`config.mk`:
```
export PLATFORM = sky130hd
export DESIGN_NAME = psf_flags
export DESIGN_NICKNAME = d
export VERILOG_FILES = /design/src/rtl/psf_pkg.sv /design/src/rtl/psf_alu.sv /design/src/rtl/psf_flags.sv
export SDC_FILE = /design/constraint.sdc
export NUM_CORES = 1
export LEC_CHECK = 0
export BUFFER_PORTS_ARGS = -buffer_cell sky130_fd_sc_hd__buf_2
export CORE_MARGIN = 5
export CORE_UTILIZATION = 35
export CTS_BUF_LIST = sky130_fd_sc_hd__clkbuf_4
export DETAILED_ROUTE_END_ITERATION = 16
export SLEW_MARGIN = 20
export SYNTH_ARGS = -nofsm -noshare
export SYNTH_HDL_FRONTEND = slang
export SYNTH_SLANG_ARGS = --single-unit
```
`constraint.sdc`:
```
create_clock -name mclk -period 11.9 [get_ports mclk]
set_input_delay 1.785 -clock mclk [delete_from_list [all_inputs] [get_ports mclk]]
set_output_delay 1.785 -clock mclk [all_outputs]
set_load 0.005 [all_outputs]
```
`src/rtl/psf_pkg.sv`:
```
// Package of constants and carriers for the program status flag logic.
package psf_pkg;
    // ---------------------------------------------------------------
    // Register map
    // ---------------------------------------------------------------
    localparam logic [1:0] PSW_ADDR       = 2'h0;
    localparam logic [1:0] ACC_ADDR       = 2'h1;
    localparam logic [1:0] BANK_ADDR      = 2'h2;
    localparam logic [7:0] PSW_RESET      = 8'h00;
    localparam logic [7:0] ACC_RESET      = 8'h00;
    // ---------------------------------------------------------------
    // Status word field positions
    // ---------------------------------------------------------------
    localparam int CARRY_BIT   = 7;
    localparam int HALF_BIT    = 6;
    localparam int USER_A_BIT  = 5;
    localparam int BANK_HI_BIT = 4;
    localparam int BANK_LO_BIT = 3;
    localparam int RANGE_BIT   = 2;
    localparam int USER_B_BIT  = 1;
    localparam int PARITY_BIT  = 0;
    localparam logic [7:0] MUL_LIMIT = 8'hFF;
    localparam logic [4:0] BANK_SIZE = 5'h08;

    typedef enum logic [3:0] {
        PSF_OP_NONE = 4'h0,
        PSF_OP_ADD  = 4'h1,
        PSF_OP_ADDC = 4'h2,
        PSF_OP_SUBB = 4'h3,
        PSF_OP_MUL  = 4'h4,
        PSF_OP_DIV  = 4'h5
    } psf_op_e;

    typedef struct packed {
        psf_op_e    op;
        logic [7:0] a;
        logic [7:0] b;
    } psf_alu_req_s;

    typedef struct packed {
        logic [7:0] result;
        logic       carry;
        logic       half;
        logic       range;
    } psf_alu_res_s;
endpackage

```
`src/rtl/psf_alu.sv`:
```
// Combinational arithmetic unit that yields result and flags.
`timescale 1ns/100ps
`default_nettype none
module psf_alu (
    // Request
    input  wire psf_pkg::psf_alu_req_s req,
    input  wire logic                  carry_in,
    // Answer
    output var psf_pkg::psf_alu_res_s  res
);
    logic [8:0]  sum9;
    logic [7:0]  sum7;
    logic [4:0]  sum4;
    logic [15:0] prod;
    logic        cin;
    always_comb begin
        res  = '0;
        cin  = (req.op == psf_pkg::PSF_OP_ADD) ? 1'b0 : carry_in;
        sum9 = '0;
        sum7 = '0;
        sum4 = '0;
        prod = req.a * req.b;
        case (req.op)
            psf_pkg::PSF_OP_ADD, psf_pkg::PSF_OP_ADDC: begin
                sum9 = {1'b0, req.a} + {1'b0, req.b} + {8'h00, cin};
                sum7 = {1'b0, req.a[6:0]} + {1'b0, req.b[6:0]} + {7'h00, cin};
                sum4 = {1'b0, req.a[3:0]} + {1'b0, req.b[3:0]} + {4'h0, cin};
                res.result = sum9[7:0];
                res.carry  = sum9[8];
                res.half   = sum4[4];
                res.range  = sum9[8] ^ sum7[7];
            end
            psf_pkg::PSF_OP_SUBB: begin
                // Borrows are bit 8 of a - b - c, stored in the carry flag without inversion.
                sum9 = {1'b0, req.a} - {1'b0, req.b} - {8'h00, carry_in};
                sum7 = {1'b0, req.a[6:0]} - {1'b0, req.b[6:0]} - {7'h00, carry_in};
                sum4 = {1'b0, req.a[3:0]} - {1'b0, req.b[3:0]} - {4'h0, carry_in};
                res.result = sum9[7:0];
                res.carry  = sum9[8];
                res.half   = sum4[4];
                res.range  = sum9[8] ^ sum7[7];
            end
            psf_pkg::PSF_OP_MUL: begin
                res.result = prod[7:0];
                res.range  = prod[15:8] != 8'h00;
            end
            psf_pkg::PSF_OP_DIV: begin
                // Quotient is undefined on a zero divisor; zero is returned.
                res.result = (req.b == 8'h00) ? 8'h00 : req.a / req.b;
                res.range  = req.b == 8'h00;
            end
            default: begin
                res = '0;
            end
        endcase
    end
endmodule
`default_nettype wire

```
`src/rtl/psf_flags.sv`:
```
// Program status word flag logic with its accumulator and bank mapping.
//
// Decided for this implementation: the strobed register port and the address map.
`timescale 1ns/100ps
`default_nettype none
module psf_flags (
    // Clock and reset
    input  wire logic                  mclk,
    input  wire logic                  srst,
    // Register port
    input  wire logic [1:0]            reg_addr,
    input  wire logic [7:0]            reg_wdata,
    input  wire logic                  reg_wr,
    input  wire logic                  reg_rd,
    output logic [7:0]                 reg_rdata,
    // Execution
    input  wire psf_pkg::psf_alu_req_s exec_req,
    input  wire logic                  exec_valid,
    // Status
    output logic [7:0]                 program_status_word,
    output logic [7:0]                 acc_value,
    output logic [4:0]                 bank_base
);
    // ---------------------------------------------------------------
    // State
    // ---------------------------------------------------------------
    logic [7:0]            psw_q, psw_d;
    logic [7:0]            acc_q, acc_d;
    logic [7:0]            rdata_q, rdata_d;
    psf_pkg::psf_alu_res_s alu_res;
    logic                  parity;

    psf_alu u_alu (
        .req      (exec_req),
        .carry_in (psw_q[psf_pkg::CARRY_BIT]),
        .res      (alu_res)
    );

    // Parity is taken from the stored accumulator, so it can never disagree with it.
    function automatic logic parity_of(input logic [7:0] value);
        parity_of = ^value;
    endfunction

    assign parity = parity_of(acc_q);

    function automatic logic [4:0] bank_of(input logic [1:0] sel);
        bank_of = 5'(sel * psf_pkg::BANK_SIZE);
    endfunction

    // ---------------------------------------------------------------
    // Next state
    // ---------------------------------------------------------------
    always_comb begin
        psw_d   = psw_q;
        acc_d   = acc_q;
        rdata_d = 8'h00;
        // Execution updates only arithmetic flags; user and bank bits stay put.
        if (exec_valid && exec_req.op != psf_pkg::PSF_OP_NONE) begin
            acc_d = alu_res.result;
            psw_d[psf_pkg::CARRY_BIT] = alu_res.carry;
            psw_d[psf_pkg::RANGE_BIT] = alu_res.range;
            if (exec_req.op != psf_pkg::PSF_OP_MUL && exec_req.op != psf_pkg::PSF_OP_DIV) begin
                psw_d[psf_pkg::HALF_BIT] = alu_res.half;
            end
        end
        // A software write in the same cycle wins, as the later store.
        if (reg_wr) begin
            case (reg_addr)
                psf_pkg::PSW_ADDR: psw_d = reg_wdata;
                psf_pkg::ACC_ADDR: acc_d = reg_wdata;
                default: ;
            endcase
        end
        psw_d[psf_pkg::PARITY_BIT] = 1'b0;
        if (reg_rd) begin
            case (reg_addr)
                psf_pkg::PSW_ADDR:  rdata_d = {psw_q[7:1], parity};
                psf_pkg::ACC_ADDR:  rdata_d = acc_q;
                psf_pkg::BANK_ADDR: rdata_d = {3'h0, bank_of(psw_q[4:3])};
                default:            rdata_d = 8'h00;
            endcase
        end
    end

    // ---------------------------------------------------------------
    // Registers
    // ---------------------------------------------------------------
    always_ff @(posedge mclk) begin
        if (srst) begin
            psw_q   <= psf_pkg::PSW_RESET;
            acc_q   <= psf_pkg::ACC_RESET;
            rdata_q <= 8'h00;
        end else begin
            psw_q   <= psw_d;
            acc_q   <= acc_d;
            rdata_q <= rdata_d;
        end
    end

    assign reg_rdata           = rdata_q;
    assign program_status_word = {psw_q[7:1], parity};
    assign acc_value           = acc_q;
    assign bank_base           = bank_of(psw_q[4:3]);

    // ---------------------------------------------------------------
    // Checks
    // ---------------------------------------------------------------
    user_flag_keep_a: assert property (@(posedge mclk) disable iff (srst)
        !$past(reg_wr) |-> psw_q[5] == $past(psw_q[5]))
        else $error("user flag a changed without a write");
    user_flag_b_a: assert property (@(posedge mclk) disable iff (srst)
        !$past(reg_wr) |-> psw_q[1] == $past(psw_q[1]))
        else $error("user flag b changed without a write");
    bank_map_a: assert property (@(posedge mclk) disable iff (srst)
        bank_base == {psw_q[4:3], 3'b000})
        else $error("bank base wrong");
    add_range_a: assert property (@(posedge mclk) disable iff (srst)
        exec_valid && !reg_wr && exec_req.op == psf_pkg::PSF_OP_ADD |=>
        psw_q[2] == (($past(exec_req.a[7]) == $past(exec_req.b[7]))
                     && (acc_q[7] != $past(exec_req.a[7]))))
        else $error("add overflow wrong");
    mul_range_a: assert property (@(posedge mclk) disable iff (srst)
        exec_valid && !reg_wr && exec_req.op == psf_pkg::PSF_OP_MUL |=>
        psw_q[2] == (($past(exec_req.a) * $past(exec_req.b)) > 16'(psf_pkg::MUL_LIMIT))
        && !psw_q[7])
        else $error("multiply flags wrong");
    div_zero_a: assert property (@(posedge mclk) disable iff (srst)
        exec_valid && !reg_wr && exec_req.op == psf_pkg::PSF_OP_DIV |=>
        psw_q[2] == ($past(exec_req.b) == 8'h00) && !psw_q[7])
        else $error("divide flags wrong");
    sub_carry_a: assert property (@(posedge mclk) disable iff (srst)
        exec_valid && !reg_wr && exec_req.op == psf_pkg::PSF_OP_SUBB |=>
        psw_q[7] == ({1'b0, $past(exec_req.a)} < ({1'b0, $past(exec_req.b)}
                     + {8'h00, $past(psw_q[7])})))
        else $error("borrow wrong");
    parity_even_a: assert property (@(posedge mclk) disable iff (srst)
        ^{acc_value, program_status_word[0]} == 1'b0)
        else $error("parity not even");

    // ---------------------------------------------------------------
    // Execution checks
    // ---------------------------------------------------------------
    // A software write in the same cycle overrides execution, so these skip it.

    addc_range_a: assert property (@(posedge mclk) disable iff (srst)
        exec_valid && !reg_wr && exec_req.op == psf_pkg::PSF_OP_ADDC |=>
        psw_q[2] == (($past(exec_req.a[7]) == $past(exec_req.b[7]))
                     && (acc_q[7] != $past(exec_req.a[7]))))
        else $error("add with carry overflow wrong");

    subb_range_a: assert property (@(posedge mclk) disable iff (srst)
        exec_valid && !reg_wr && exec_req.op == psf_pkg::PSF_OP_SUBB |=>
        psw_q[2] == (($past(exec_req.a[7]) != $past(exec_req.b[7]))
                     && (acc_q[7] != $past(exec_req.a[7]))))
        else $error("subtract overflow wrong");

    add_carry_a: assert property (@(posedge mclk) disable iff (srst)
        exec_valid && !reg_wr && exec_req.op == psf_pkg::PSF_OP_ADD |=>
        psw_q[7] == (({1'b0, $past(exec_req.a)} + {1'b0, $past(exec_req.b)}) > 9'h0FF))
        else $error("add carry wrong");

    add_half_a: assert property (@(posedge mclk) disable iff (srst)
        exec_valid && !reg_wr && exec_req.op == psf_pkg::PSF_OP_ADD |=>
        psw_q[6] == (({1'b0, $past(exec_req.a[3:0])} + {1'b0, $past(exec_req.b[3:0])})
                     > 5'h0F))
        else $error("add half carry wrong");

    subb_half_a: assert property (@(posedge mclk) disable iff (srst)
        exec_valid && !reg_wr && exec_req.op == psf_pkg::PSF_OP_SUBB |=>
        psw_q[6] == ({1'b0, $past(exec_req.a[3:0])} < ({1'b0, $past(exec_req.b[3:0])}
                     + {4'h0, $past(psw_q[7])})))
        else $error("subtract half borrow wrong");

    // Multiply and divide leave the half carry alone; a user must not rely on it there.
    muldiv_half_a: assert property (@(posedge mclk) disable iff (srst)
        exec_valid && !reg_wr
        && (exec_req.op == psf_pkg::PSF_OP_MUL || exec_req.op == psf_pkg::PSF_OP_DIV) |=>
        psw_q[6] == $past(psw_q[6]))
        else $error("half carry changed by multiply or divide");

    mul_result_a: assert property (@(posedge mclk) disable iff (srst)
        exec_valid && !reg_wr && exec_req.op == psf_pkg::PSF_OP_MUL |=>
        acc_q == 8'($past(exec_req.a) * $past(exec_req.b)))
        else $error("multiply low byte wrong");

    div_result_a: assert property (@(posedge mclk) disable iff (srst)
        exec_valid && !reg_wr && exec_req.op == psf_pkg::PSF_OP_DIV
        && exec_req.b != 8'h00 |=>
        acc_q == $past(exec_req.a) / $past(exec_req.b))
        else $error("divide quotient wrong");

    // ---------------------------------------------------------------
    // Register port checks
    // ---------------------------------------------------------------

    parity_store_a: assert property (@(posedge mclk) disable iff (srst)
        psw_q[psf_pkg::PARITY_BIT] == 1'b0)
        else $error("parity bit stored");

    psw_write_a: assert property (@(posedge mclk) disable iff (srst)
        reg_wr && reg_addr == psf_pkg::PSW_ADDR |=>
        psw_q[7:1] == $past(reg_wdata[7:1]))
        else $error("status word write lost");

    acc_write_a: assert property (@(posedge mclk) disable iff (srst)
        reg_wr && reg_addr == psf_pkg::ACC_ADDR |=>
        acc_q == $past(reg_wdata))
        else $error("accumulator write lost");

    rdata_idle_a: assert property (@(posedge mclk) disable iff (srst)
        !$past(reg_rd) |-> reg_rdata == 8'h00)
        else $error("read data without a read");
endmodule
`default_nettype wire

```
# Word level (Yosys, flattened, before mapping)
# Cells that the tools add are included.
# W data, S select, Z words.
# classes
addsub,12
multipliers,1
div,1
order_cmp,0
n_eq_ne,9
shifts,0
n_mux,14
bitwise_logic,3
reduce_logical,10
# op_table
cell,n
$mux W8,6
$pmux W8 S4,1
$pmux W8 S3,1
$mul A8 B8 Y16,1
$add A8 B8 Y9,1
$add A9 B1 Y9,1
$sub A8 B8 Y9,1
$sub A9 B1 Y9,1
$add A7 B7 Y8,1
$add A8 B1 Y8,1
$div A8 B8 Y8,1
$eq A4 B2 Y1 const B,2
$eq A4 B3 Y1 const B,2
$logic_not A8 Y1,1
$ne A4 B3 Y1 const B,2
$reduce_bool A8 Y1,1
$reduce_xor A8 Y1,1
$sub A7 B7 Y8,1
$sub A8 B1 Y8,1
$add A4 B4 Y5,1
$add A5 B1 Y5,1
$sub A4 B4 Y5,1
$sub A5 B1 Y5,1
$eq A4 B1 Y1 const B,1
13 further kinds,18
# totals
reg_bits,24
latchBits,0
ramBits,0
romBits,0
output_inout_bits,29
word_cells,55
mem_count,0

# Depth between registers and ports, before layout
# logic_depth
word_depth,8
ltp_mapped,55
mapped_depth_nobuf,53

# Hierarchy
# Synthesis repeated with hierarchy kept, for this count alone.
# hier_totals
hier_cells,732
area_unflattened_um2,5778.0
# modules_own_cells
mod,instances,cells_each,area_per_inst_um2
psf_alu,1,612,4707.0
psf_flags,1,120,1071.0

# Worst setup path before layout
# Ideal clock, no wire load.
# synth_path
path_type,input-to-reg
startpoint,input port exec_req[0] (netlist bit)
endpoint,register acc_q[0] (netlist: acc_value[0])
t_arrival_ps,11401
setup_slack_ps,377
cell_stages,52
path_cell_list,inv_1 > ha_1 > o21ba_2 > and3_2 > nor2_1 > a21oi_1 > ha_1 > o21a_1 > o211ai_1 > mux2i_1 > ha_1 > o21a_1 > o21a_1 > o211ai_4 > mux2i_1 > ha_1 > o21a_1 > o21a_1 > (+16 left out) > clkbuf_1 > nor2_1 > a21oi_1 > ha_1 > o21a_1 > o21a_1 > o21ai_0 > a21boi_0 > o2111ai_1 > nand2_1 > mux2_2 > ha_1 > a21o_1 > a21o_1 > a21oi_1 > nor2b_1 > o21ai_0 > a21oi_1
# synth_via
elab_chain_len,6
word_cells_on_any_way,12
cone_classes,4 x add/sub; 1 x mul; 1 x div; 5 x mux; 1 x reduce/logical
# synth_lines
element,line,rtl
from (decl),psf_flags.sv:17,"input wire psf_pkg::psf_alu_req_s exec_req,"
"$div A8 B8 Y8, or another cell as far along",psf_alu.sv:49,res.result = (req.b == 8'h00) ? 8'h00 : req.a / req.b;
"$mux W8, or another cell as far along",psf_alu.sv:49,
$pmux W8 S4 (*),psf_alu.sv:23,case (req.op)
$mux W8 (*),psf_flags.sv:58,if (exec_valid && exec_req.op != psf_pkg::PSF_OP_NONE) begin
$mux W8,psf_flags.sv:68,case (reg_addr)
$mux W8 (*),psf_flags.sv:67,if (reg_wr) begin
to (signal assigned),psf_flags.sv:91,acc_q <= psf_pkg::ACC_RESET;
to (decl),psf_flags.sv:28,"logic [7:0] acc_q, acc_d;"
# Mark *: on every way between the ends. The rest lies on a longest branch, timed or not.
# A chain may end at the register's enable or synchronous reset.

# Worst setup path in the final report
# Same ends and word-level chain as after synthesis.

==> flow_summary.json <==
{
  "status": "completed",
  "min_from": "psw_q[3]$_SDFFE_PP0P_",
  "place_inst": 962,
  "ctsHoldBuffers": 0,
  "dr.first_iter.drc_count": 317,
  "fin_crit_sh_pct": 97.2,
  "clock_sinks": 23,
  "power_density_nw_per_um2": 92.6,
  "pre_cts_ws_ps": -186,
  "ys_seq_area_share_pct": 8.19,
  "antenna_found_initial": 1,
  "numCtsBuffers": 3,
  "cts-htree-levels": 1,
  "first_pass_iters": 5,
  "drive_gt1_share_pct": 17.3,
  "nets": 935,
  "antenna_cells": 0,
  "die_y_microns": 137,
  "slew_headroom_pct": 41.3,
  "drv_cap": 0,
  "start_util_pct": 35.5,
  "yosys.area_share.adder_pct": 36.0,
  "drt-total-wl_microns": 15600,
  "drc": 0,
  "post-synth-top-area-cell": "ha_1",
  "tns_ps": 0,
  "rsz0062_at_grt": "yes",
  "m1WireLength_microns": 7310,
  "dr_wl_met3_microns": 790,
  "die_x_microns": 137,
  "path_common_cell": "o21a_1",
  "ys_warn_count": 0,
  "synth_edf_count": 0,
  "ir_worst_vdd_uv": 44.9,
  "worst_path_max_delay_cell": "o31a_1",
  "finalPower_uw": 590,
  "grt_usage_pct": 16.5,
  "gr-total-overflow": 0,
  "cp_slowest_stage_delay_ps": 390,
  "routed-wl-met2_microns": 7310,
  "drt.antenna.violating_nets": 0,
  "synth_cell_types": 65,
  "area_growth_pct": 13.3,
  "reg2reg_from": "psw_q[7]$_SDFF_PP0_",
  "cts.clk_slew.worst_paths_ps": 130,
  "clk_path_buf_depth": 2,
  "hold_path_depth": 2,
  "ios": 64,
  "r2r_cells": 11,
  "grt_max_degree": 18,
  "synth_area_leaders": "ha_1 22%, fa_1 14%, dfxtp_1 8.2%",
  "grt_pass1_wl_microns": 24900,
  "synth_area_sq_um": 5620,
  "cp-start-kind": "primary input",
  "crit_type": "primary input to register",
  "synth_top_area_share_pct": 21.8,
  "insertion_delay_ps": 310,
  "ys.flop_type": "dfxtp_1",
  "end_kind": "register",
  "via_count": 5082,
  "leakage_uw": 0.00307,
  "num_rows": 46,
  "fmax_mhz": 86.4,
  "dr.max_layer_used": "met5",
  "clock_skew_ps": 0.684,
  "critPathMaxFanout": 7,
  "synth_compound_area_share_pct": 19.2,
  "period_needed_ps": 11570,
  "arrival_ps": 11790,
  "viasPerCell": 5.20,
  "io_buffers": 60,
  "synth_most_common_cell": "nor2_1",
  "fin_ws_ps": 330,
  "layoutNonFillerInstCount": 977,
  "slew_viol_final": 0,
  "syn_area_per_cell_sq_um": 8.09,
  "synth_mux_area_share_pct": 6.45,
  "synth_top_family_by_area": "adder cells",
  "r2r_end": "psw_q[2]$_SDFF_PP0_",
  "synth_seq_cells": 23,
  "cp_data_required_time_ps": 12120,
  "holdCritPathClass": "register to register",
  "synthXorXnorAreaFrac_pct": 4.67,
  "worstMarginPinSlew_ps": 878,
  "place.gp.congestion": 0.915,
  "cts_root_buffer": "clkbuf_4",
  "hpwl_microns": 12800,
  "hold_viol_final": 0,
  "final_core_util_pct": 40.2,
  "r2r_setup_slack_ps": 8700,
  "synth_commonest_cells": "108 x nor2_1, 98 x ha_1, 83 x inv_1, 40 x fa_1, 30 x a21oi_1",
  "cts_tree": "yes",
  "synthCells": 695,
  "async_flop_share_pct": 0,
  "grt_pass1_vias": 4775,
  "wl_per_cell_microns": 16.0,
  "setup_viol": 0,
  "yosys.area_share.simple_pct": 17.3,
  "holdPathEnd": "reg_rdata[3]$_SDFF_PP0_",
  "dieArea_sq_um": 18700,
  "core_area_sq_um": 15800
}
-- what timing repair did --
action,CTS,global route
setup buffers,0,11
setup endpoints to repair,0,1
resized for setup,0,19
-- state kept, by name, indices dropped and copies added, names as in the netlist --
register	cells
acc_value	8
reg_rdata	8
psw_q	7
-- metrics by stage --
stage / hold slack, ps / area (sq um)
final: 518 / 6370
after global routing: 531 / 6370
after CTS: 521 / 6210
after detailed placement: 500 / 6180
after global placement: 491 / 6180
after floorplan: 484 / 5630
-- layer usage --
metal	track usage (%)	up-vias
met1	23.7	2388
met3	1.99	16
met4	2.13	2
met2	27.5	128
met5	0	-
li1	-	2548
-- placed cells by master, fill, tap and decap left out, types with 14 or more instances in the layout --
cell / instances
inv_1: 82
mux2i_1: 14
dfxtp_1: 23
ha_1: 96
xnor2_1: 23
nand2_1: 25
fa_1: 40
a21oi_1: 27
nor2_1: 107
mux2_2: 14
buf_2: 60
buf_4: 23
o21a_1: 23
nor3_1: 22
o21ai_0: 17
-- power breakdown --
part           total [uW]  internal [uW]  switching [uW]
Clock                36.7           12.6            24.1
Combinational         470            211             260
Sequential           82.8           80.0            2.84
-- critical path, delay by kind of cell --
kind | cells | cell delay (ps)
adders and majority gates | 8 | 2200
buffers and inverters | 3 | 350
AOI/OAI and AO/OA | 30 | 5330
muxes | 5 | 1480
and+or+nand+nor | 5 | 650
-- cell type report --
cell class | instances | area (sq um)
Clock buffer | 3 | 22.5
Fill cell | 1658 | 9460
Clock inverter | 1 | 5.00
Multi-Input combinational cell | 562 | 4800
Tap cell | 216 | 270
Sequential cell | 23 | 460
Inverter | 88 | 330
Timing Repair Buffer | 84 | 484
-- how the worst max path moves through the flow --
stage                startpoint                      end  slack (ps)  cells past startpoint
CTS                 exec_req[0]  acc_value[0]$_SDFF_PP0_         140                     51
global route        exec_req[0]  acc_value[0]$_SDFF_PP0_        -160                     53
finish              exec_req[0]  acc_value[0]$_SDFF_PP0_         330                     51
floorplan           exec_req[0]  acc_value[0]$_SDFF_PP0_         380                     52
global placement    exec_req[0]  acc_value[0]$_SDFF_PP0_          50                     52
detailed placement  exec_req[0]  acc_value[0]$_SDFF_PP0_        -190                     51
-- cells by family after synthesis --
group | after synthesis
multiplexers | 33
adder cells (fa/ha/maj) | 138
XOR/XNOR | 30
AO/OA/AOI/OAI | 151
other | 1
flip-flops | 23
AND/OR/NAND/NOR | 207
buffers and inverters | 112
Note: power is estimated with default switching activity, not from simulation.
